===== config.mk =====
export PLATFORM = sky130hd
export DESIGN_NAME = ssc_sample_sequencer_control
export DESIGN_NICKNAME = d
export VERILOG_FILES = /design/src/ssc_pkg.sv /design/src/ssc_sample_sequencer_control.sv /design/src/ssc_sample_clock.sv /design/src/ssc_slot_router.sv
export VERILOG_INCLUDE_DIRS = /design/src /design/src/src
export SDC_FILE = /design/constraint.sdc
export NUM_CORES = 1
export LEC_CHECK = 0
export BUFFER_PORTS_ARGS = -buffer_cell sky130_fd_sc_hd__buf_2
export CAP_MARGIN = 15
export CORE_MARGIN = 2
export CORE_UTILIZATION = 45
export DETAILED_ROUTE_END_ITERATION = 16
export PLACE_DENSITY = 0.62
export SLEW_MARGIN = 25
export SYNTH_ARGS = -nofsm -noshare
export SYNTH_HDL_FRONTEND = slang
export SYNTH_SLANG_ARGS = --single-unit

===== constraint.sdc =====
create_clock -name clk -period 4 [get_ports clk]
set_input_delay 0.6 -clock clk [delete_from_list [all_inputs] [get_ports clk]]
set_output_delay 0.6 -clock clk [all_outputs]
set_load 0.005 [all_outputs]

===== src/ssc_defines.svh =====
// Constants of the sample sequencer control block
// Behaviour
// - Slot B input select is routing bits 11:8, used only in slot B
// - Slot A input select is routing bits 7:4, used only in slot A
// - Select code zero floats all inputs; codes besides 0, 1, 5 are reserved
// - Code one sums photodiodes onto channel one, externals onto channel two
// - Code five maps ext1, ext2, small and large photodiode to channels one to four
// - Sample rate register sets the period; tuning bits 5:0 trim the sample clock
// - State machine and sample timing advance on the 32 kHz sample clock; code: only period and start use it, slot phases count clk
// - An unused slot adds neither pulse nor processing time to the period
// - With external sync, a rising edge on the chosen pin starts the next cycle
// - After a sync edge wait one to two sample clocks, then start normally
// - Clock source code two replaces the internal clock by pin one
// - Mode field: zero standby, one program, two normal sampling
// - Standby collects no data and keeps every register
// - Mode is standby right after power-up
// - Normal mode drives LED pulses and acquires data every period
// - A sample sums 1 to 255 pulse conversions
// - Averaging over N, a power of two 1 to 128, updates outputs every N
// - Each period runs slot A then slot B, each with its own datapath
`ifndef SSC_DEFINES_SVH
`define SSC_DEFINES_SVH
`define SSC_REG_MODE       8'h10
`define SSC_REG_SLOT_EN    8'h11
`define SSC_REG_RATE       8'h12
`define SSC_REG_ROUTE      8'h14
`define SSC_REG_AVG        8'h15
`define SSC_REG_PULSE_A    8'h31
`define SSC_REG_PULSE_B    8'h36
`define SSC_REG_SLOT_CTL   8'h38
`define SSC_REG_CLK_CFG    8'h4B
`define SSC_REG_PIN_CFG    8'h4F
`define SSC_REG_DATA_A_LO  8'h64
`define SSC_REG_DATA_A_HI  8'h65
`define SSC_REG_DATA_B_LO  8'h66
`define SSC_REG_DATA_B_HI  8'h67
`define SSC_REG_STATUS     8'h70
`define SSC_RATE_RESET     16'h0020
`define SSC_CLK_CFG_RESET  16'h0000
`define SSC_CLK_SRC_EXT    2'h2
`define SSC_SYNC_PIN_ZERO  2'h1
`define SSC_SYNC_PIN_ONE   2'h2
`define SSC_PIN1_IN_ON     2'h1
`define SSC_SEL_FLOAT      4'h0
`define SSC_SEL_SUM        4'h1
`define SSC_SEL_DIRECT     4'h5
`define SSC_CONN_SUM       16'h00C3
`define SSC_CONN_DIRECT    16'h2184
`define SSC_CLK_HZ         40000000
`define SSC_CLK_MHZ        40
`define SSC_SAMPLE_HZ      32768
`define SSC_DIV_BASE       (`SSC_CLK_HZ / `SSC_SAMPLE_HZ)
`define SSC_TUNE_CENTER    32
`define SSC_SETUP_US       25
`define SSC_PULSE_US       19
`define SSC_PROC_A_US      68
`define SSC_PROC_B_US      20
`define SSC_SETUP_CYC      (`SSC_SETUP_US * `SSC_CLK_MHZ)
`define SSC_PULSE_CYC      (`SSC_PULSE_US * `SSC_CLK_MHZ)
`define SSC_PROC_A_CYC     (`SSC_PROC_A_US * `SSC_CLK_MHZ)
`define SSC_PROC_B_CYC     (`SSC_PROC_B_US * `SSC_CLK_MHZ)
`define SSC_MIN_SLEEP_TICKS 16'h0001
`endif


===== src/ssc_pkg.sv =====
// Types of the sample sequencer control block
package ssc_pkg;
  typedef enum logic [1:0] {
    SSC_MODE_STANDBY = 2'h0,
    SSC_MODE_PROGRAM = 2'h1,
    SSC_MODE_NORMAL  = 2'h2
  } ssc_mode_t;
  typedef enum logic [4:0] {
    SSC_SLEEP   = 5'h01,
    SSC_A_PULSE = 5'h02,
    SSC_A_PROC  = 5'h04,
    SSC_B_PULSE = 5'h08,
    SSC_B_PROC  = 5'h10
  } ssc_state_t;
endpackage


===== src/ssc_sample_sequencer_control.sv =====
// Sampling sequencer, mode control and register file
`timescale 1ns/1ps
`include "ssc_defines.svh"
module ssc_sample_sequencer_control #(
  parameter int ADC_W = 14,
  parameter int SUM_W = 20,
  parameter int AVG_W = 27
) (
  input  wire logic             clk,
  input  wire logic             rstn,
  input  wire logic             sync_reset,
  input  wire logic [7:0]       addr,
  input  wire logic [15:0]      wr_data,
  input  wire logic             wr_en,
  input  wire logic             rd_en,
  output logic      [15:0]      rd_data,
  input  wire logic             general_pin_zero,
  input  wire logic             general_pin_one,
  input  wire logic [ADC_W-1:0] adc_value,
  output logic                  led_drive,
  output logic                  adc_strobe,
  output logic                  slot_a_active,
  output logic                  slot_b_active,
  output logic      [15:0]      channel_connect,
  output ssc_pkg::ssc_mode_t    mode,
  output logic      [1:0]       data_ready
);
  import ssc_pkg::*;

  if (ADC_W < 1 || ADC_W > SUM_W || SUM_W + 7 > AVG_W || AVG_W > 32) begin : g_bad_widths
    $error("ssc: unsupported widths");
  end

  // ***********************************
  // Register file
  // ***********************************
  ssc_mode_t   mode_reg;
  logic [1:0]  slot_en_reg;
  logic [15:0] rate_reg;
  logic [15:0] route_reg;
  logic [15:0] avg_reg;
  logic [7:0]  pulses_reg [2];
  logic [15:0] slot_ctl_reg;
  logic [15:0] clk_cfg_reg;
  logic [15:0] pin_cfg_reg;
  logic [AVG_W-1:0] data_reg [2];

  always_ff @(posedge clk or negedge rstn) begin
    if (!rstn) begin
      mode_reg      <= SSC_MODE_STANDBY;
      slot_en_reg   <= 2'h3;
      rate_reg      <= `SSC_RATE_RESET;
      route_reg     <= 16'h0000;
      avg_reg       <= 16'h0000;
      pulses_reg[0] <= 8'h01;
      pulses_reg[1] <= 8'h01;
      slot_ctl_reg  <= 16'h0000;
      clk_cfg_reg   <= `SSC_CLK_CFG_RESET;
      pin_cfg_reg   <= 16'h0000;
    end else if (sync_reset) begin
      mode_reg <= SSC_MODE_STANDBY;
    end else if (wr_en) begin
      case (addr)
        `SSC_REG_MODE:     mode_reg      <= ssc_mode_t'(wr_data[1:0]);
        `SSC_REG_SLOT_EN:  slot_en_reg   <= wr_data[1:0];
        `SSC_REG_RATE:     rate_reg      <= wr_data;
        `SSC_REG_ROUTE:    route_reg     <= wr_data;
        `SSC_REG_AVG:      avg_reg       <= wr_data;
        `SSC_REG_PULSE_A:  pulses_reg[0] <= wr_data[15:8];
        `SSC_REG_PULSE_B:  pulses_reg[1] <= wr_data[15:8];
        `SSC_REG_SLOT_CTL: slot_ctl_reg  <= wr_data;
        `SSC_REG_CLK_CFG:  clk_cfg_reg   <= wr_data;
        `SSC_REG_PIN_CFG:  pin_cfg_reg   <= wr_data;
        default: begin
        end
      endcase
    end
  end
  assign mode = mode_reg;

  // ***********************************
  // Sample clock and start of cycle
  // ***********************************
  ssc_state_t  state_reg;
  logic        tick;
  logic        normal;
  logic [15:0] per_cnt_reg;
  logic [15:0] sleep_cnt_reg;
  logic        pin_prev_reg;
  logic        ext_pending_reg;
  logic        ext_wait_reg;
  logic [1:0]  sync_sel;
  logic        sync_on;
  logic        sync_pin;
  logic        sync_rise;
  logic        ext_due;
  logic        int_due;
  logic        start;

  ssc_sample_clock u_clock (
    .clk        (clk),
    .rstn       (rstn),
    .tune       (clk_cfg_reg[5:0]),
    .src_sel    (clk_cfg_reg[8:7]),
    .ext_clk_in (general_pin_one),
    .tick       (tick)
  );

  assign normal   = (mode_reg == SSC_MODE_NORMAL);
  assign sync_sel = pin_cfg_reg[3:2];
  assign sync_on  = (sync_sel == `SSC_SYNC_PIN_ZERO && pin_cfg_reg[1]) ||
                    (sync_sel == `SSC_SYNC_PIN_ONE && pin_cfg_reg[5]);
  assign sync_pin  = (sync_sel == `SSC_SYNC_PIN_ONE) ? general_pin_one : general_pin_zero;
  assign sync_rise = sync_on && normal && sync_pin && !pin_prev_reg;
  assign ext_due   = ext_pending_reg && ext_wait_reg && tick;
  assign int_due   = !sync_on && tick && (per_cnt_reg + 16'h0001 >= rate_reg);
  assign start     = normal && (state_reg == SSC_SLEEP) && (ext_due || int_due) &&
                     (sleep_cnt_reg >= `SSC_MIN_SLEEP_TICKS) && (slot_en_reg != 2'h0);

  always_ff @(posedge clk or negedge rstn) begin
    if (!rstn) begin
      pin_prev_reg <= 1'b0;
    end else begin
      pin_prev_reg <= sync_pin;
    end
  end

  always_ff @(posedge clk or negedge rstn) begin
    if (!rstn) begin
      ext_pending_reg <= 1'b0;
      ext_wait_reg    <= 1'b0;
    end else if (sync_reset || !normal || ext_due) begin
      ext_pending_reg <= 1'b0;
      ext_wait_reg    <= 1'b0;
    end else if (sync_rise && !ext_pending_reg) begin
      ext_pending_reg <= 1'b1;
      ext_wait_reg    <= 1'b0;
    end else if (ext_pending_reg && tick) begin
      ext_wait_reg <= 1'b1;
    end
  end

  always_ff @(posedge clk or negedge rstn) begin
    if (!rstn) begin
      per_cnt_reg   <= 16'h0000;
      sleep_cnt_reg <= 16'h0000;
    end else if (!normal || start) begin
      per_cnt_reg   <= 16'h0000;
      sleep_cnt_reg <= 16'h0000;
    end else if (tick) begin
      if (per_cnt_reg != 16'hFFFF) begin
        per_cnt_reg <= per_cnt_reg + 16'h0001;
      end
      if (state_reg == SSC_SLEEP && sleep_cnt_reg != 16'hFFFF) begin
        sleep_cnt_reg <= sleep_cnt_reg + 16'h0001;
      end
    end
  end

  // ***********************************
  // Slot sequencer
  // ***********************************
  logic [11:0] timer_reg;
  logic [7:0]  left_reg;
  logic        setup_reg;
  logic        cur_b;
  logic        timer_done;
  logic        conv_now;
  logic        proc_done;

  assign cur_b      = (state_reg == SSC_B_PULSE) || (state_reg == SSC_B_PROC);
  function automatic logic [7:0] eff_pulses(input logic [7:0] p);
    eff_pulses = (p == 8'h00) ? 8'h01 : p;
  endfunction
  assign timer_done = (timer_reg == 12'h000);
  assign conv_now   = timer_done && !setup_reg && (state_reg == SSC_A_PULSE || state_reg == SSC_B_PULSE);
  assign proc_done  = timer_done && (state_reg == SSC_A_PROC || state_reg == SSC_B_PROC);

  always_ff @(posedge clk or negedge rstn) begin
    if (!rstn) begin
      state_reg <= SSC_SLEEP;
      timer_reg <= 12'h000;
      left_reg  <= 8'h00;
      setup_reg <= 1'b0;
    end else if (sync_reset || !normal) begin
      state_reg <= SSC_SLEEP;
      timer_reg <= 12'h000;
      setup_reg <= 1'b0;
    end else begin
      case (state_reg)
        SSC_SLEEP: begin
          if (start) begin
            state_reg <= slot_en_reg[0] ? SSC_A_PULSE : SSC_B_PULSE;
            timer_reg <= 12'(`SSC_SETUP_CYC - 1);
            left_reg  <= eff_pulses(pulses_reg[!slot_en_reg[0]]);
            setup_reg <= 1'b1;
          end
        end
        SSC_A_PULSE, SSC_B_PULSE: begin
          if (!timer_done) begin
            timer_reg <= timer_reg - 12'h001;
          end else if (setup_reg) begin
            setup_reg <= 1'b0;
            timer_reg <= 12'(`SSC_PULSE_CYC - 1);
          end else if (left_reg <= 8'h01) begin
            state_reg <= cur_b ? SSC_B_PROC : SSC_A_PROC;
            timer_reg <= cur_b ? 12'(`SSC_PROC_B_CYC - 1) : 12'(`SSC_PROC_A_CYC - 1);
            left_reg  <= 8'h00;
          end else begin
            left_reg  <= left_reg - 8'h01;
            timer_reg <= 12'(`SSC_PULSE_CYC - 1);
          end
        end
        SSC_A_PROC: begin
          if (!timer_done) begin
            timer_reg <= timer_reg - 12'h001;
          end else if (slot_en_reg[1]) begin
            state_reg <= SSC_B_PULSE;
            timer_reg <= 12'(`SSC_SETUP_CYC - 1);
            left_reg  <= eff_pulses(pulses_reg[1]);
            setup_reg <= 1'b1;
          end else begin
            state_reg <= SSC_SLEEP;
          end
        end
        SSC_B_PROC: begin
          if (!timer_done) begin
            timer_reg <= timer_reg - 12'h001;
          end else begin
            state_reg <= SSC_SLEEP;
          end
        end
        default: state_reg <= SSC_SLEEP;
      endcase
    end
  end

  always_ff @(posedge clk or negedge rstn) begin
    if (!rstn) begin
      led_drive     <= 1'b0;
      adc_strobe    <= 1'b0;
      slot_a_active <= 1'b0;
      slot_b_active <= 1'b0;
    end else begin
      led_drive     <= normal && !sync_reset && !setup_reg &&
                       (state_reg == SSC_A_PULSE || state_reg == SSC_B_PULSE) && !timer_done;
      adc_strobe    <= normal && !sync_reset && conv_now;
      slot_a_active <= (state_reg == SSC_A_PULSE) || (state_reg == SSC_A_PROC);
      slot_b_active <= (state_reg == SSC_B_PULSE) || (state_reg == SSC_B_PROC);
    end
  end

  ssc_slot_router u_router (
    .clk      (clk),
    .rstn     (rstn),
    .sel_code (slot_b_active ? route_reg[11:8] : (slot_a_active ? route_reg[7:4] : `SSC_SEL_FLOAT)),
    .connect  (channel_connect)
  );

  // ***********************************
  // Pulse sum and intersample averaging
  // ***********************************
  logic [SUM_W-1:0] sum_reg;
  logic [SUM_W:0]   sum_wide;

  function automatic logic [7:0] avg_count(input logic [2:0] exp2);
    avg_count = 8'(9'h001 << exp2);
  endfunction

  assign sum_wide = {1'b0, sum_reg} + (SUM_W + 1)'(adc_value);

  always_ff @(posedge clk or negedge rstn) begin
    if (!rstn) begin
      sum_reg      <= '0;
    end else if (state_reg == SSC_SLEEP || (timer_done && setup_reg)) begin
      sum_reg <= '0;
    end else if (adc_strobe) begin
      sum_reg <= sum_wide[SUM_W] ? '1 : sum_wide[SUM_W-1:0];
    end
  end

  genvar s;
  generate
    for (s = 0; s < 2; s++) begin : g_slot
      logic [AVG_W-1:0] acc_reg;
      logic [7:0]       cnt_reg;
      logic [7:0]       n_avg;
      logic             fire;
      assign n_avg = avg_count(avg_reg[s*4 +: 3]);
      assign fire  = proc_done && (cur_b == 1'(s)) && normal && !sync_reset;
      always_ff @(posedge clk or negedge rstn) begin
        if (!rstn) begin
          acc_reg       <= '0;
          cnt_reg       <= 8'h00;
          data_reg[s]   <= '0;
          data_ready[s] <= 1'b0;
        end else begin
          data_ready[s] <= 1'b0;
          if (fire) begin
            if (cnt_reg + 8'h01 >= n_avg) begin
              data_reg[s]   <= acc_reg + AVG_W'(sum_reg);
              acc_reg       <= '0;
              cnt_reg       <= 8'h00;
              data_ready[s] <= 1'b1;
            end else begin
              acc_reg <= acc_reg + AVG_W'(sum_reg);
              cnt_reg <= cnt_reg + 8'h01;
            end
          end
        end
      end

    end
  endgenerate

  // ***********************************
  // Register read port
  // ***********************************
  always_ff @(posedge clk or negedge rstn) begin
    if (!rstn) begin
      rd_data <= 16'h0000;
    end else if (rd_en) begin
      case (addr)
        `SSC_REG_MODE:      rd_data <= {14'h0000, mode_reg};
        `SSC_REG_SLOT_EN:   rd_data <= {14'h0000, slot_en_reg};
        `SSC_REG_RATE:      rd_data <= rate_reg;
        `SSC_REG_ROUTE:     rd_data <= route_reg;
        `SSC_REG_AVG:       rd_data <= avg_reg;
        `SSC_REG_PULSE_A:   rd_data <= {pulses_reg[0], 8'h00};
        `SSC_REG_PULSE_B:   rd_data <= {pulses_reg[1], 8'h00};
        `SSC_REG_SLOT_CTL:  rd_data <= slot_ctl_reg;
        `SSC_REG_CLK_CFG:   rd_data <= clk_cfg_reg;
        `SSC_REG_PIN_CFG:   rd_data <= pin_cfg_reg;
        `SSC_REG_DATA_A_LO: rd_data <= 16'(data_reg[0]);
        `SSC_REG_DATA_A_HI: rd_data <= 16'(32'(data_reg[0]) >> 16);
        `SSC_REG_DATA_B_LO: rd_data <= 16'(data_reg[1]);
        `SSC_REG_DATA_B_HI: rd_data <= 16'(32'(data_reg[1]) >> 16);
        `SSC_REG_STATUS:    rd_data <= {9'h000, ext_pending_reg, 1'b0, state_reg};
        default:            rd_data <= 16'h0000;
      endcase
    end
  end
endmodule // ssc_sample_sequencer_control


===== src/ssc_sample_clock.sv =====
// Sample clock tick from trimmed divider or external pin
`timescale 1ns/1ps
`include "ssc_defines.svh"
module ssc_sample_clock (
  input  wire logic       clk,
  input  wire logic       rstn,
  input  wire logic [5:0] tune,
  input  wire logic [1:0] src_sel,
  input  wire logic       ext_clk_in,
  output logic            tick
);
  import ssc_pkg::*;
  logic [10:0] div_reg;
  logic        ext_q_reg;
  logic [10:0] period;
  logic        use_ext;
  logic        ext_rise;
  assign period   = 11'(`SSC_DIV_BASE - `SSC_TUNE_CENTER) + {5'h00, tune};
  assign use_ext  = (src_sel == `SSC_CLK_SRC_EXT);
  assign ext_rise = ext_clk_in & ~ext_q_reg;
  always_ff @(posedge clk or negedge rstn) begin
    if (!rstn) begin
      ext_q_reg <= 1'b0;
    end else begin
      ext_q_reg <= ext_clk_in;
    end
  end
  always_ff @(posedge clk or negedge rstn) begin
    if (!rstn) begin
      div_reg <= 11'h000;
      tick    <= 1'b0;
    end else if (use_ext) begin
      div_reg <= 11'h000;
      tick    <= ext_rise;
    end else if (div_reg >= period - 11'h001) begin
      div_reg <= 11'h000;
      tick    <= 1'b1;
    end else begin
      div_reg <= div_reg + 11'h001;
      tick    <= 1'b0;
    end
  end
endmodule // ssc_sample_clock


===== src/ssc_slot_router.sv =====
// Input to channel switch matrix for the active slot
`timescale 1ns/1ps
`include "ssc_defines.svh"
module ssc_slot_router (
  input  wire logic        clk,
  input  wire logic        rstn,
  input  wire logic [3:0]  sel_code,
  output logic      [15:0] connect
);
  import ssc_pkg::*;
  function automatic logic [15:0] route_of(input logic [3:0] code);
    case (code)
      `SSC_SEL_SUM:    route_of = `SSC_CONN_SUM;
      `SSC_SEL_DIRECT: route_of = `SSC_CONN_DIRECT;
      default:         route_of = 16'h0000;
    endcase
  endfunction
  always_ff @(posedge clk or negedge rstn) begin
    if (!rstn) begin
      connect <= 16'h0000;
    end else begin
      connect <= route_of(sel_code);
    end
  end
endmodule // ssc_slot_router


# Word level (Yosys, flattened, before mapping)
# Cells that the tools add are included.
dict set report word_totals {
  out_inout_bits 40
  regBits 370
  in_bits 45
}
dict set report classes {
  eq_ne 42
  magnitude_cmp 7
  bitwise_logic 6
  n_mux 73
  n_reduce_logical 83
  n_shift 2
  addsub 12
}
# operator n
set op_table {}
lappend op_table {{$pmux 16 s15} 1}
lappend op_table {{$mux 12} 9}
lappend op_table {{$mux 8} 13}
lappend op_table {{$mux 16} 6}
lappend op_table {{$mux 20} 3}
lappend op_table {{$eq 8x7->1 const B} 7}
lappend op_table {{$add 27x20->27} 2}
lappend op_table {{$mux 27} 2}
lappend op_table {{$pmux 12 s4} 1}
lappend op_table {{$eq 8x5->1 const B} 5}
lappend op_table {{$mux 5} 8}
lappend op_table {{$add 16x1->16 const B} 2}
lappend op_table {{$ne 16x16->1 const B} 2}
lappend op_table {{$logic_and 1x1->1} 31}
lappend op_table {{$pmux 14 s2} 1}
lappend op_table {{$reduce_and 3->1} 9}
lappend op_table {{$eq 8x6->1 const B} 3}
lappend op_table {{$pmux 8 s3} 1}
lappend op_table {{$mux 11} 2}
lappend op_table {{$add 20x14->21} 1}
lappend op_table {{$pmux 5 s4} 1}
lappend op_table {{$mux 1} 17}
lappend op_table {{$add 8x1->8 const B} 2}
lappend op_table {{$ge 16x1->1 const B} 1}
lappend op_table {{other kinds (44)} 95}

# Longest topological paths before layout
# Gate-level depths: netlist of the first run.
dict set report depth {
  word_depth 13
  depth_mapped 17
  depth_no_buf 17
}

# Modules after synthesis
# From an unflattened synthesis of the first run, not the netlist that was laid out.
dict set report unflattened {
  cells_unflattened 2115
  area_unflattened_um2 20734.9
}
# module n_inst area_per_inst_um2 cells_per_inst
set modules_own_cells {}
lappend modules_own_cells {ssc_sample_sequencer_control 1 19603.8 2008}
lappend modules_own_cells {ssc_sample_clock 1 919.6 87}
lappend modules_own_cells {ssc_slot_router 1 211.5 20}

# Worst setup path before layout of the first run
# OpenSTA, ideal clock, no wires.
dict set report synth_path {
  path_type {flip-flop to flip-flop}
  start {register per_cnt_reg[0]}
  end {register timer_reg[4]}
  slack_ns 0.263
  stages_incl_launch_ff 15
  n_path_buf 0
  setup_time_ns 0.125
  t_arrival_ns 3.611
  required_time_ns 3.875
  cell_sequence {dfrtp_1 -> ha_1 -> nand3_1 -> nor4_1 -> and3_1 -> and3_1 -> xor2_1 -> ha_1 -> nor2b_1 -> o21ai_0 -> nand2_1 -> a211oi_4 -> nor3b_4 -> nor3_2 -> mux2_4}
}
dict set report synth_via {
  elab_chain_cells 9
}
# element line
set synth_lines {}
lappend synth_lines {{start: declaration} ssc_sample_sequencer_control.sv:87} ;# logic [15:0] per_cnt_reg;
lappend synth_lines {{start signal: assignment} ssc_sample_sequencer_control.sv:152} ;# per_cnt_reg <= per_cnt_reg + 16'h0001;
lappend synth_lines {{$add 16x1->16} ssc_sample_sequencer_control.sv:116} ;# assign int_due = !sync_on && tick && (per_cnt_reg + 16'h0001 >= rate_reg);
lappend synth_lines {{$ge 16x16->1} ssc_sample_sequencer_control.sv:116}
lappend synth_lines {{$logic_and 1x1->1} ssc_sample_sequencer_control.sv:116}
lappend synth_lines {{$logic_or 1x1->1} ssc_sample_sequencer_control.sv:117} ;# assign start = normal && (state_reg == SSC_SLEEP) && (ext_due || int_due) &&
lappend synth_lines {{$logic_and 1x1->1 (3 in series)} ssc_sample_sequencer_control.sv:117}
lappend synth_lines {{$ne 3x3->1 (no line)} -}
lappend synth_lines {{$reduce_and 4->1 (no line)} -}
lappend synth_lines {{end signal: assignment} ssc_sample_sequencer_control.sv:194} ;# timer_reg <= 12'(`SSC_SETUP_CYC - 1);
lappend synth_lines {{end signal: assignment} ssc_sample_sequencer_control.sv:201} ;# timer_reg <= timer_reg - 12'h001;
lappend synth_lines {{end signal: assignment} ssc_sample_sequencer_control.sv:204} ;# timer_reg <= 12'(`SSC_PULSE_CYC - 1);
lappend synth_lines {{end: declaration} ssc_sample_sequencer_control.sv:163} ;# logic [11:0] timer_reg;
# No other way between the ends.
# A chain may end at the register's enable or synchronous reset.

# Final worst setup path of the first run
dict set report layout_path {
  start {register per_cnt_reg[0]}
  end {register timer_reg[2]}
}
# The elaborated chain is that of the path after synthesis.

==> results.md, run 1 <==
Outcome:
- The run finished with clean final reports.

Synth:
- After synthesis, the share of flip-flops with an asynchronous set or reset is 1.000.
- In the synthesized netlist the dominant register cell turns out to be dfrtp_1.
- The mean cell area of the mapped netlist is ~9.9 um^2.
- Synthesis instantiated a little under 90 different standard cells from the library.
- The number of synthesized register bits is 359.
- Of the synthesized area, sequential elements account for 0.4389.
- The count of flip-flops with a built-in enable after synthesis is 0.
- The gate count of the mapped netlist is 2077.
- The summed instance area of the synthesized netlist is 0.02048 mm^2.
- During synthesis, Yosys emitted a total of 0 warnings.

Drt:
- After the first detailed-routing iteration, the DRC count stood at between 1000 and 1500.
- Summing over every cut layer, the via total after detailed routing is 16410.
- After detailed routing, the total wire length is 57.29 mm.
- The DRC violation count after routing is 0.
- In the final routed layout, each cell accounts on average for between 20 and 25 um.
- After detailed routing, the number of vias per cell comes to 5.878.
- The first TritonRoute pass finished after 6 iterations.
- The number of nets still failing antenna checks after routing is 0.

Power:
- VDD sags by at most around 300 uV.
- For this design the static power due to leakage is 10.83 nW.
- Of the total power, registers draw 0.447.
- The internal power is 0.006492 W.
- Power comes to approximately 0.0084 W.
- For this design the ratio of total power to cell area is 363.9 mW/mm^2.
- The switching share of power is 0.2314.
- The switching power total is 0.001955 W.
- The clock share of power is 0.496.
- The share of total power dissipated in combinational logic is 0.057.

Critical path:
- The largest single stage delay on the critical path is ~400 ps.
- Data on the critical path is required at its endpoint by 4440 ps.
- The worst setup path is launched from a flip-flop.
- The arrival time at the worst endpoint is 4230 ps.
- Grouping stages by cell kind, the critical path spends the most delay in simple AND/OR/NAND/NOR gates.
- The source of the critical timing path is per_cnt_reg[0].
- The startpoint-to-endpoint class of the critical path is reg -> reg.
- The setup slack on the worst flop-to-flop path is 200 ps.
- Traced cell by cell, the critical path runs through nand3_1 -> nor2_1 -> and3_1 -> and3_1 -> nand3_1 -> nor2_2 -> xor2_1 -> ha_1 -> a21oi_1 -> nor2b_1 -> o21ai_0 -> nand2_1 -> a211oi_4 -> nor2_1 -> o21a_2 -> a221o_1.
- The endpoint kind of the worst setup timing path is a flip-flop.
- The path depth of the worst reg2reg path is 16.
- In this run the worst path has a maximum fanout of 8.
- The count of buffer and inverter cells on the critical path is 0.
- The startpoint of the lowest-slack register-to-register path is per_cnt_reg[0].
- The standard cell with the maximum stage delay on the critical path is dfrtp_1.
- The number of cells on the critical path is 16.
- The capturing element of the worst setup path is timer_reg[2].
- In this run the critical register-to-register path is captured at timer_reg[2].

Clock network:
- The H-tree was split into 2 levels.
- The tree is rooted in a clkbuf_16.
- No sink is reached through more buffers than the 3 on the longest clock path.
- Clock-pin slew was measured on the worst setup and hold paths at ~60 ps.
- The total CTS buffers is 42.
- The clock tree from TritonCTS is yes.
- The count of clock tree sinks is about 360.
- The insertion delay of the later-clocked pin in the worst-skew pair is 580 ps.

Floorplanning:
- After floorplanning, the core was divided into 78 placement rows.
- The die height is 217.4 um.
- Pin placement for this block handled 85 I/O pins.
- The area of the core is 0.04519 mm^2.
- The effective utilization at floorplan is 0.4533.
- The die outline area is 0.04724 mm^2.
- The horizontal extent of the die is 217.4 um.

GRT:
- Entering global routing, the biggest net connects 118 pins.
- The first-pass GRT wire length is 91.26 mm.
- The via count of the first global-routing pass is between 15000 and 20000.
- The total routing usage reported by global routing is 0.2463.
- The remaining global-route overflow is 0.
- The number of antenna violations at the first check in global routing is 2.

STA:
- Derived from the worst setup path, the maximum achievable clock frequency is between 0.2 and 0.3 GHz.
- The final clock period utilization by the worst path is 0.9497.
- After layout, the minimum clock period comes to 3799 ps.
- The actual transition at the worst max-transition pin is 870.3 ps.
- The final worst clock skew is 28.38 ps.
- The number of max-slew violations in the final report is 0.
- The final setup slack of the worst path is 201.3 ps.
- The total negative slack is 0 ps.
- Setup violations remaining at the end of the flow were counted as 0.
- The relative slew slack is 0.4106.
- The minimum hold slack is 189.0 ps.
- The count of final hold-check violations is 0.

Finish:
- In the final layout, the share of cells above drive strength 1 is 0.1647.
- The net count reported at finish is 2314.
- The cell area after layout is 0.02321 mm^2.
- 0 antenna diodes ended up in the layout.
- The growth of design area from synthesis to finish is 13.32%.

Placed design:
- The placed standard-cell area is 0.02164 mm^2.
- Port buffering added 75 buffers.
- Summed over all nets, the half-perimeter wirelength after detailed placement is 41.87 mm.
- The congestion estimate from routability-driven global placement came to 0.8975.
- The post-placement setup slack is 43.08 ps.

Flow run:
- The max-capacitance violation count is 0.

Worst hold path:
- The worst hold path belongs to the class in -> reg.
per-stage QoR:
stage          instances    util
6_report            2792  0.5137
4_1_cts             2790  0.5123
3_5_place_dp        2715  0.4790
3_3_place_gp        2715  0.4790
5_1_grt             2792  0.5137
2_1_floorplan       2085       -
synth_stat cells, types with 10 or more instances:
library cell,n,share of area
xor2_1,74,0.032
a21oi_1,76,0.019
o21a_1,13,0.0048
a31oi_1,29,0.0089
and3_1,34,0.010
nor4_1,12,0.0037
xnor2_1,64,0.027
o211ai_1,10,0.0037
inv_1,72,0.013
buf_4,14,0.0051
o31ai_1,16,0.0059
clkbuf_1,64,0.012
nor2b_1,20,0.0061
nand4_1,13,0.0040
nor3_1,48,0.012
a21o_1,50,0.018
mux2i_1,16,0.0078
a221oi_1,11,0.0047
nand2_1,227,0.042
nand2b_1,21,0.0064
ha_1,105,0.064
and2_1,12,0.0037
a222oi_1,16,0.0078
nor2_1,140,0.026
o22ai_1,14,0.0043
dfrtp_1,353,0.43
mux2_2,116,0.064
nand3_1,61,0.015
a22oi_1,41,0.015
o21ai_0,169,0.041
layout by cell type (no fill, tap or decap), types with 13 or more instances in the layout:
| cell | n |
|---|---|
| a31oi_1 | 29 |
| mux2_2 | 116 |
| o22ai_1 | 14 |
| nand4_1 | 13 |
| ha_1 | 105 |
| a222oi_1 | 16 |
| nand2b_1 | 21 |
| a21oi_1 | 76 |
| nand2_1 | 227 |
| nor2_1 | 139 |
| o21ai_0 | 169 |
| nor2b_1 | 20 |
| mux2i_1 | 16 |
| buf_2 | 74 |
| a21o_1 | 50 |
| a22oi_1 | 41 |
| inv_1 | 72 |
| o31ai_1 | 15 |
| and3_1 | 34 |
| xnor2_1 | 64 |
| buf_4 | 40 |
| clkbuf_16 | 43 |
| xor2_1 | 74 |
| dfrtp_1 | 352 |
| nand3_1 | 61 |
| nor3_1 | 46 |
worst min path at each step:
stage	from	to	cells past startpoint
4_1_cts	rstn	u_clock.div_reg[7]	1
6_report	general_pin_one	u_clock.ext_q_reg	1
3_5_place_dp	data_reg[37]	data_reg[37]	2
2_1_floorplan	rstn	adc_strobe	0
3_3_place_gp	data_reg[27]	data_reg[27]	2
5_1_grt	general_pin_one	u_clock.ext_q_reg	1
cell families after synthesis:
group | synth area share
compound gates | 0.1655
xor+xnor | 0.05900
fa+ha+maj | 0.06707
buf+inv | 0.03304
flops | 0.4389
mux | 0.08111
other cells | 0.0001831
simple gates | 0.1552
metal layers:
metal  vias up  track usage  share of wire
met1      8141       0.3491           0.46
li1       7660            -              -
met5         -            0        0.00052
met4         4      0.08767          0.032
met3        98      0.04626          0.064
met2       507       0.3770           0.45
power groups by stage:
stage / Combinational (W) / Clock (W) / Sequential (W)
global placement: 0.000464 / 0 / 0.00384
floorplan: 0.000277 / 0 / 0.00381
finish: 0.000484 / 0.00419 / 0.00378
detailed placement: 0.000476 / 0 / 0.00384
CTS: 0.000483 / 0.00425 / 0.00378
global route: 0.000542 / 0.00442 / 0.00379
worst register-to-register path, cell delays in order, from the launching register on:
cell      delay (ps)
dfrtp_1          400
nand3_1          150
nor2_1           170
and3_1           230
and3_1           230
nand3_1          170
nor2_2           230
xor2_1           200
ha_1             280
a21oi_1          170
nor2b_1           60
o21ai_0          170
nand2_1          130
a211oi_4         350
nor2_1           130
o21a_2           290
a221o_1          340
timing repair:
action	in CTS	in global routing
gates resized for setup	2	5
endpoints found under the hold margin	0	23
setup endpoints to repair	4	18
hold buffers	0	1
buffers inserted	0	0
pin swaps	0	2
cell type report:
type	count	area, um^2
Tap cell	600	750.7
Clock inverter	14	251.5
Fill cell	4110	21970
Timing Repair Buffer	121	803.3
Sequential cell	359	8992
Inverter	73	274.0
Clock buffer	61	1244
Multi-Input combinational cell	1564	10900
Note: power is estimated with default switching activity, not from simulation.
==> run 2: changes to the inputs <==
- ABC_AREA: not set -> 1
- PLACE_DENSITY: 0.62 -> 0.61
- RECOVER_POWER: not set -> 100
==> run 2 against run 1 <==
  * The run now ends with capacitance limit, slew limit left
  * Power fell by 4.6%
  * Combinational power fell by 6.8%
  * Die area rose by 4.6%
  * Worst setup slack improved by 150 ps
  * Synthesized cell count rose by 34%
  * Area after synthesis rose by 4.6%
  * Via count rose by 18%
  * Critical path type unchanged
==> results.md, run 2 <==
STA:
- The maximum clock frequency was 0.2741 GHz (+4.1%).
- The final clock period utilization by the worst path was 0.9122 (-0.03751).
- The count of final hold-check violations is 0 (unchanged).
- The actual transition at the worst max-transition pin came to 2537 ps (+1667 ps).
- The final worst clock skew is 24.42 ps (-3.961 ps).
- The count of final setup violators came to 0 (unchanged).
- The relative slew slack is -0.6915 (-1.102).
- The number of max-slew violations in the final report was 96 (+96).
- The final critical-path required period was 3649 ps (-150.1 ps).
- The total negative slack is 0 ps (unchanged).
- Setup repair after global routing left no endpoint under its margin.

Synth:
- The count of yosys warnings during synthesis is 0 (unchanged).
- The count of flip-flops with a built-in enable after synthesis came to 0 (unchanged).
- The summed instance area of the synthesized netlist is 0.02144 mm^2 (+4.6%).
- Yosys attributes the largest share of cell area to dfrtp_1 (41%), nand2_1 (13%), ha_1 (6.1%), o21ai_0 (6.0%), inv_1 (5.4%).
- The post-synthesis xor/xnor area fraction is 0.04045 (-0.01855).
- The area share of the leading cell type in the synthesized netlist is 0.4121 (-0.01913).
- The gate count of the mapped netlist is 2784 (+34%).
- The sequential share of the synthesized area is 0.4194 (-0.01947).
- After synthesis, the largest family of logic cells by area is simple AND/OR/NAND/NOR gates.
- The commonest cells after synthesis are nand2_1 (726), dfrtp_1 (353), inv_1 (309).
- The cell with the most instances after synthesis is nand2_1.
- The post-synthesis compound-gate area fraction is 0.1457 (-0.01977).
- The post-synthesis cell type count is 62 (-29%).
- The adder and majority gate portion of the synthesized area is 0.06409 (-0.002975).
- The mean cell area of the mapped netlist is 7.700 um^2 (-22%).
- The share of synthesized flip-flops with an asynchronous set or reset is 1.000 (unchanged).
- The number of synthesized register bits is 359 (unchanged).
- The most used flip-flop cell after synthesis is dfrtp_1.
- The multiplexer share of the synthesized area is 0.0004670 (-0.08065).
- The dominant cell type by area after synthesis is dfrtp_1.
- The simple-gate area share of the yosys netlist is 0.2525 (+0.09731).

GRT:
- The pin count of the biggest net entering global routing is 98 (-17%).
- The first-pass GRT wire length was 103.2 mm (+13%).
- The total routing usage reported by global routing is 0.2667 (+0.02041).
- The number of antenna violations at the first check in global routing is 3 (+1).
- The via count of the first global-routing pass is 18251 (+14%).
- The remaining global-route overflow was 0 (unchanged).

Clock network:
- The count of clock tree sinks is 359 (unchanged).
- The level count of the clock H-tree is 2 (unchanged).
- The clock root buffer is clkbuf_16.
- The deepest clock path buffer count is 3 (unchanged).
- The clock-pin slew on the worst setup and hold paths was 60 ps (about the same).
- The total CTS buffers is 42 (unchanged).
- TritonCTS built the clock tree.
- The insertion delay of the later-clocked pin in the worst-skew pair is 590 ps (about the same).

Placed design:
- The routability congestion estimate is 0.9319 (+3.8%).
- The placed standard-cell area was 0.02243 mm^2 (+3.6%).
- The number of I/O port buffers is 75 (unchanged).
- The detailed placement HPWL came to 50.33 mm (+20%).

Finish:
- The growth of design area from synthesis to finish is 10.33%.
- The ratio of cells with drive above 1 in the final layout is 0.06553 (-0.09916).
- The library cell used most frequently in the layout, excluding fill and tap cells, is nand2_1.
- The net count reported at finish is 3006 (+30%).
- The cell area after layout is 0.02365 mm^2 (+1.9%).
- The number of inserted filler cells in the final layout is 4601 (+12%).
- In the layout the commonest cells are nand2_1 (729), dfrtp_1 (353), inv_1 (313), o21ai_0 (293).

Drt:
- The total wire length after detailed routing is 65.81 mm (+15%).
- The DRC violation count after routing is 0 (unchanged).
- The detailed-route wire length per cell is 18.84 um (-8.2%).
- The number of nets still failing antenna checks after routing is 0 (unchanged).
- The number of DRC violations after detailed-routing iteration 0 is 1704 (+26%).
- The post-detailed-route via-to-cell ratio is 5.539 (-5.8%).
- The number of vias after detailed routing is 19349 (+18%).
- The number of optimization iterations in the first detailed-route pass was 6 (unchanged).

Floorplanning:
- The top-level port count is 85 (unchanged).
- The die height was 222.3 um (+2.3%).
- The placement row count is 79 (+1.3%).
- The horizontal extent of the die is 222.3 um (+2.3%).
- The effective utilization at floorplan came to 0.4585 (+0.005137).
- The die outline area came to 0.04940 mm^2 (+4.6%).
- The area of the core is 0.04675 mm^2 (+3.5%).

Critical path:
- The worst setup path is launched from a flip-flop.
- The maximum net fanout on the critical path is 32 (+24).
- The worst setup path is captured at a flip-flop.
- The startpoint-to-endpoint class of the critical path is reg -> reg.
- The required time of the worst setup path is 4430 ps (about the same).
- The arrival time at the worst endpoint came to 4080 ps (-150 ps).

Outcome:
- The final reports fail on capacitance limit, slew limit.
- The flow ran to the end, but the final reports show violations.

Power:
- The leakage power summed over all cells is 11.63 nW (+7.5%).
- The total power divided by cell area is 340.6 mW/mm^2 (-6.4%).
- The maximum VDD drop came to 278.4 uV (-6.9%).
- The total power after layout is 0.008054 W (-4.6%).

Flow run:
- The max-capacitance violation count is 1 (+1).

Worst hold path:
- The worst hold path belongs to the class in -> reg.
## run 2: cell count changes after synthesis, sizes merged, moves of 21 or more
cell and change:
a21oi +38, nand3 +126, nand2 +504, o21ai +117, nor2 +56, and3 -33, a22oi -36, inv +248
a21o -43, nand2b -24, mux2 -117, xnor2 -41, a31oi -21, nand4 +37
## run 2: final timing paths
kind	cells after the start	endpoint	slack, ps	startpoint
setup / recovery	20	sleep_cnt_reg[13]	350	per_cnt_reg[0]
hold / removal	1	u_clock.ext_q_reg	280	general_pin_one
setup reg to reg	20	sleep_cnt_reg[13]	350	per_cnt_reg[0]
hold reg to reg	2	rd_data[2]	480	rd_data[2]
max in group asynchronous	2	g_slot[0].acc_reg[8]	920	rstn
min in group asynchronous	1	u_clock.div_reg[6]	800	rstn
## run 2: logic make-up after synthesis
| kind of cell | count (synthesis) |
|---|---|
| buffers and inverters | 407 |
| adders and majority gates | 108 |
| muxes | 1 |
| other | 1 |
| AOI/OAI and AO/OA | 547 |
| DFF | 359 |
| xor gates and xnor gates | 99 |
| and+or+nand+nor | 1262 |
## run 2: timing repair
item | CTS | global route
gates resized for setup | 0 | 1
hold buffers | 0 | 0
setup endpoints to repair | 0 | 2
buffers inserted | 0 | 0
## run 2: final cells by class
class,instances,area (um^2),area share
clock buffers,55,1170,0.04947
diodes,2,5.005,0.0002116
inverters,323,1224,0.05174
repair buffers,101,533.0,0.02254
well taps,607,759.5,0.03211
flip-flops and latches,359,8991,0.3802
multi-input cells,2026,10790,0.4561
clock inverters,20,181.4,0.007671
## run 2: routing by layer
layer  vias up  track usage  routed length, um
li1       9395            -                  -
met1      9220       0.3665              29220
met2       606       0.4218              29930
met3       126      0.04311               4005
met4         2       0.1064               2639
met5         -            0                 10
## run 2: report_power, final
| part | total [W] | internal (W) | switching [W] | leakage [nW] |
|---|---|---|---|---|
| logic | 0.000451 | 0.000151 | 0.000301 | 6.20 |
| registers | 0.00378 | 0.00371 | 0.0000699 | 4.76 |
| clock network | 0.00383 | 0.00220 | 0.00163 | 0.671 |
| total | 0.00805 | 0.00606 | 0.00200 | 11.6 |
## run 2: per-stage QoR
stage,instances,setup WS (ps),hold WS [ps],util
floorplan,2792,1034,304.4,-
global placement,3416,525.3,462.3,0.4796
detailed placement,3416,435.2,460.1,0.4797
CTS,3491,352.7,81.62,0.5086
global route,3492,40.14,320.3,0.5058
finish,3493,351.4,284.2,0.5058
## run 2: worst max-delay path: stages, from the launching register on
cell and delay (ps):
dfrtp_1 410, ha_1 200, nand2_1 70, nor2_1 230, nand3_1 190, nor3_1 280, nand3_1 140, xor2_1 210
inv_1 70, ha_1 280, nand2_1 40, o21ai_0 200, a21oi_1 100, nand2_1 120, nand2_1 70, nand2_1 70
nand2_1 80, clkbuf_1 130, nand2_1 140, buf_4 360, nor3_1 110
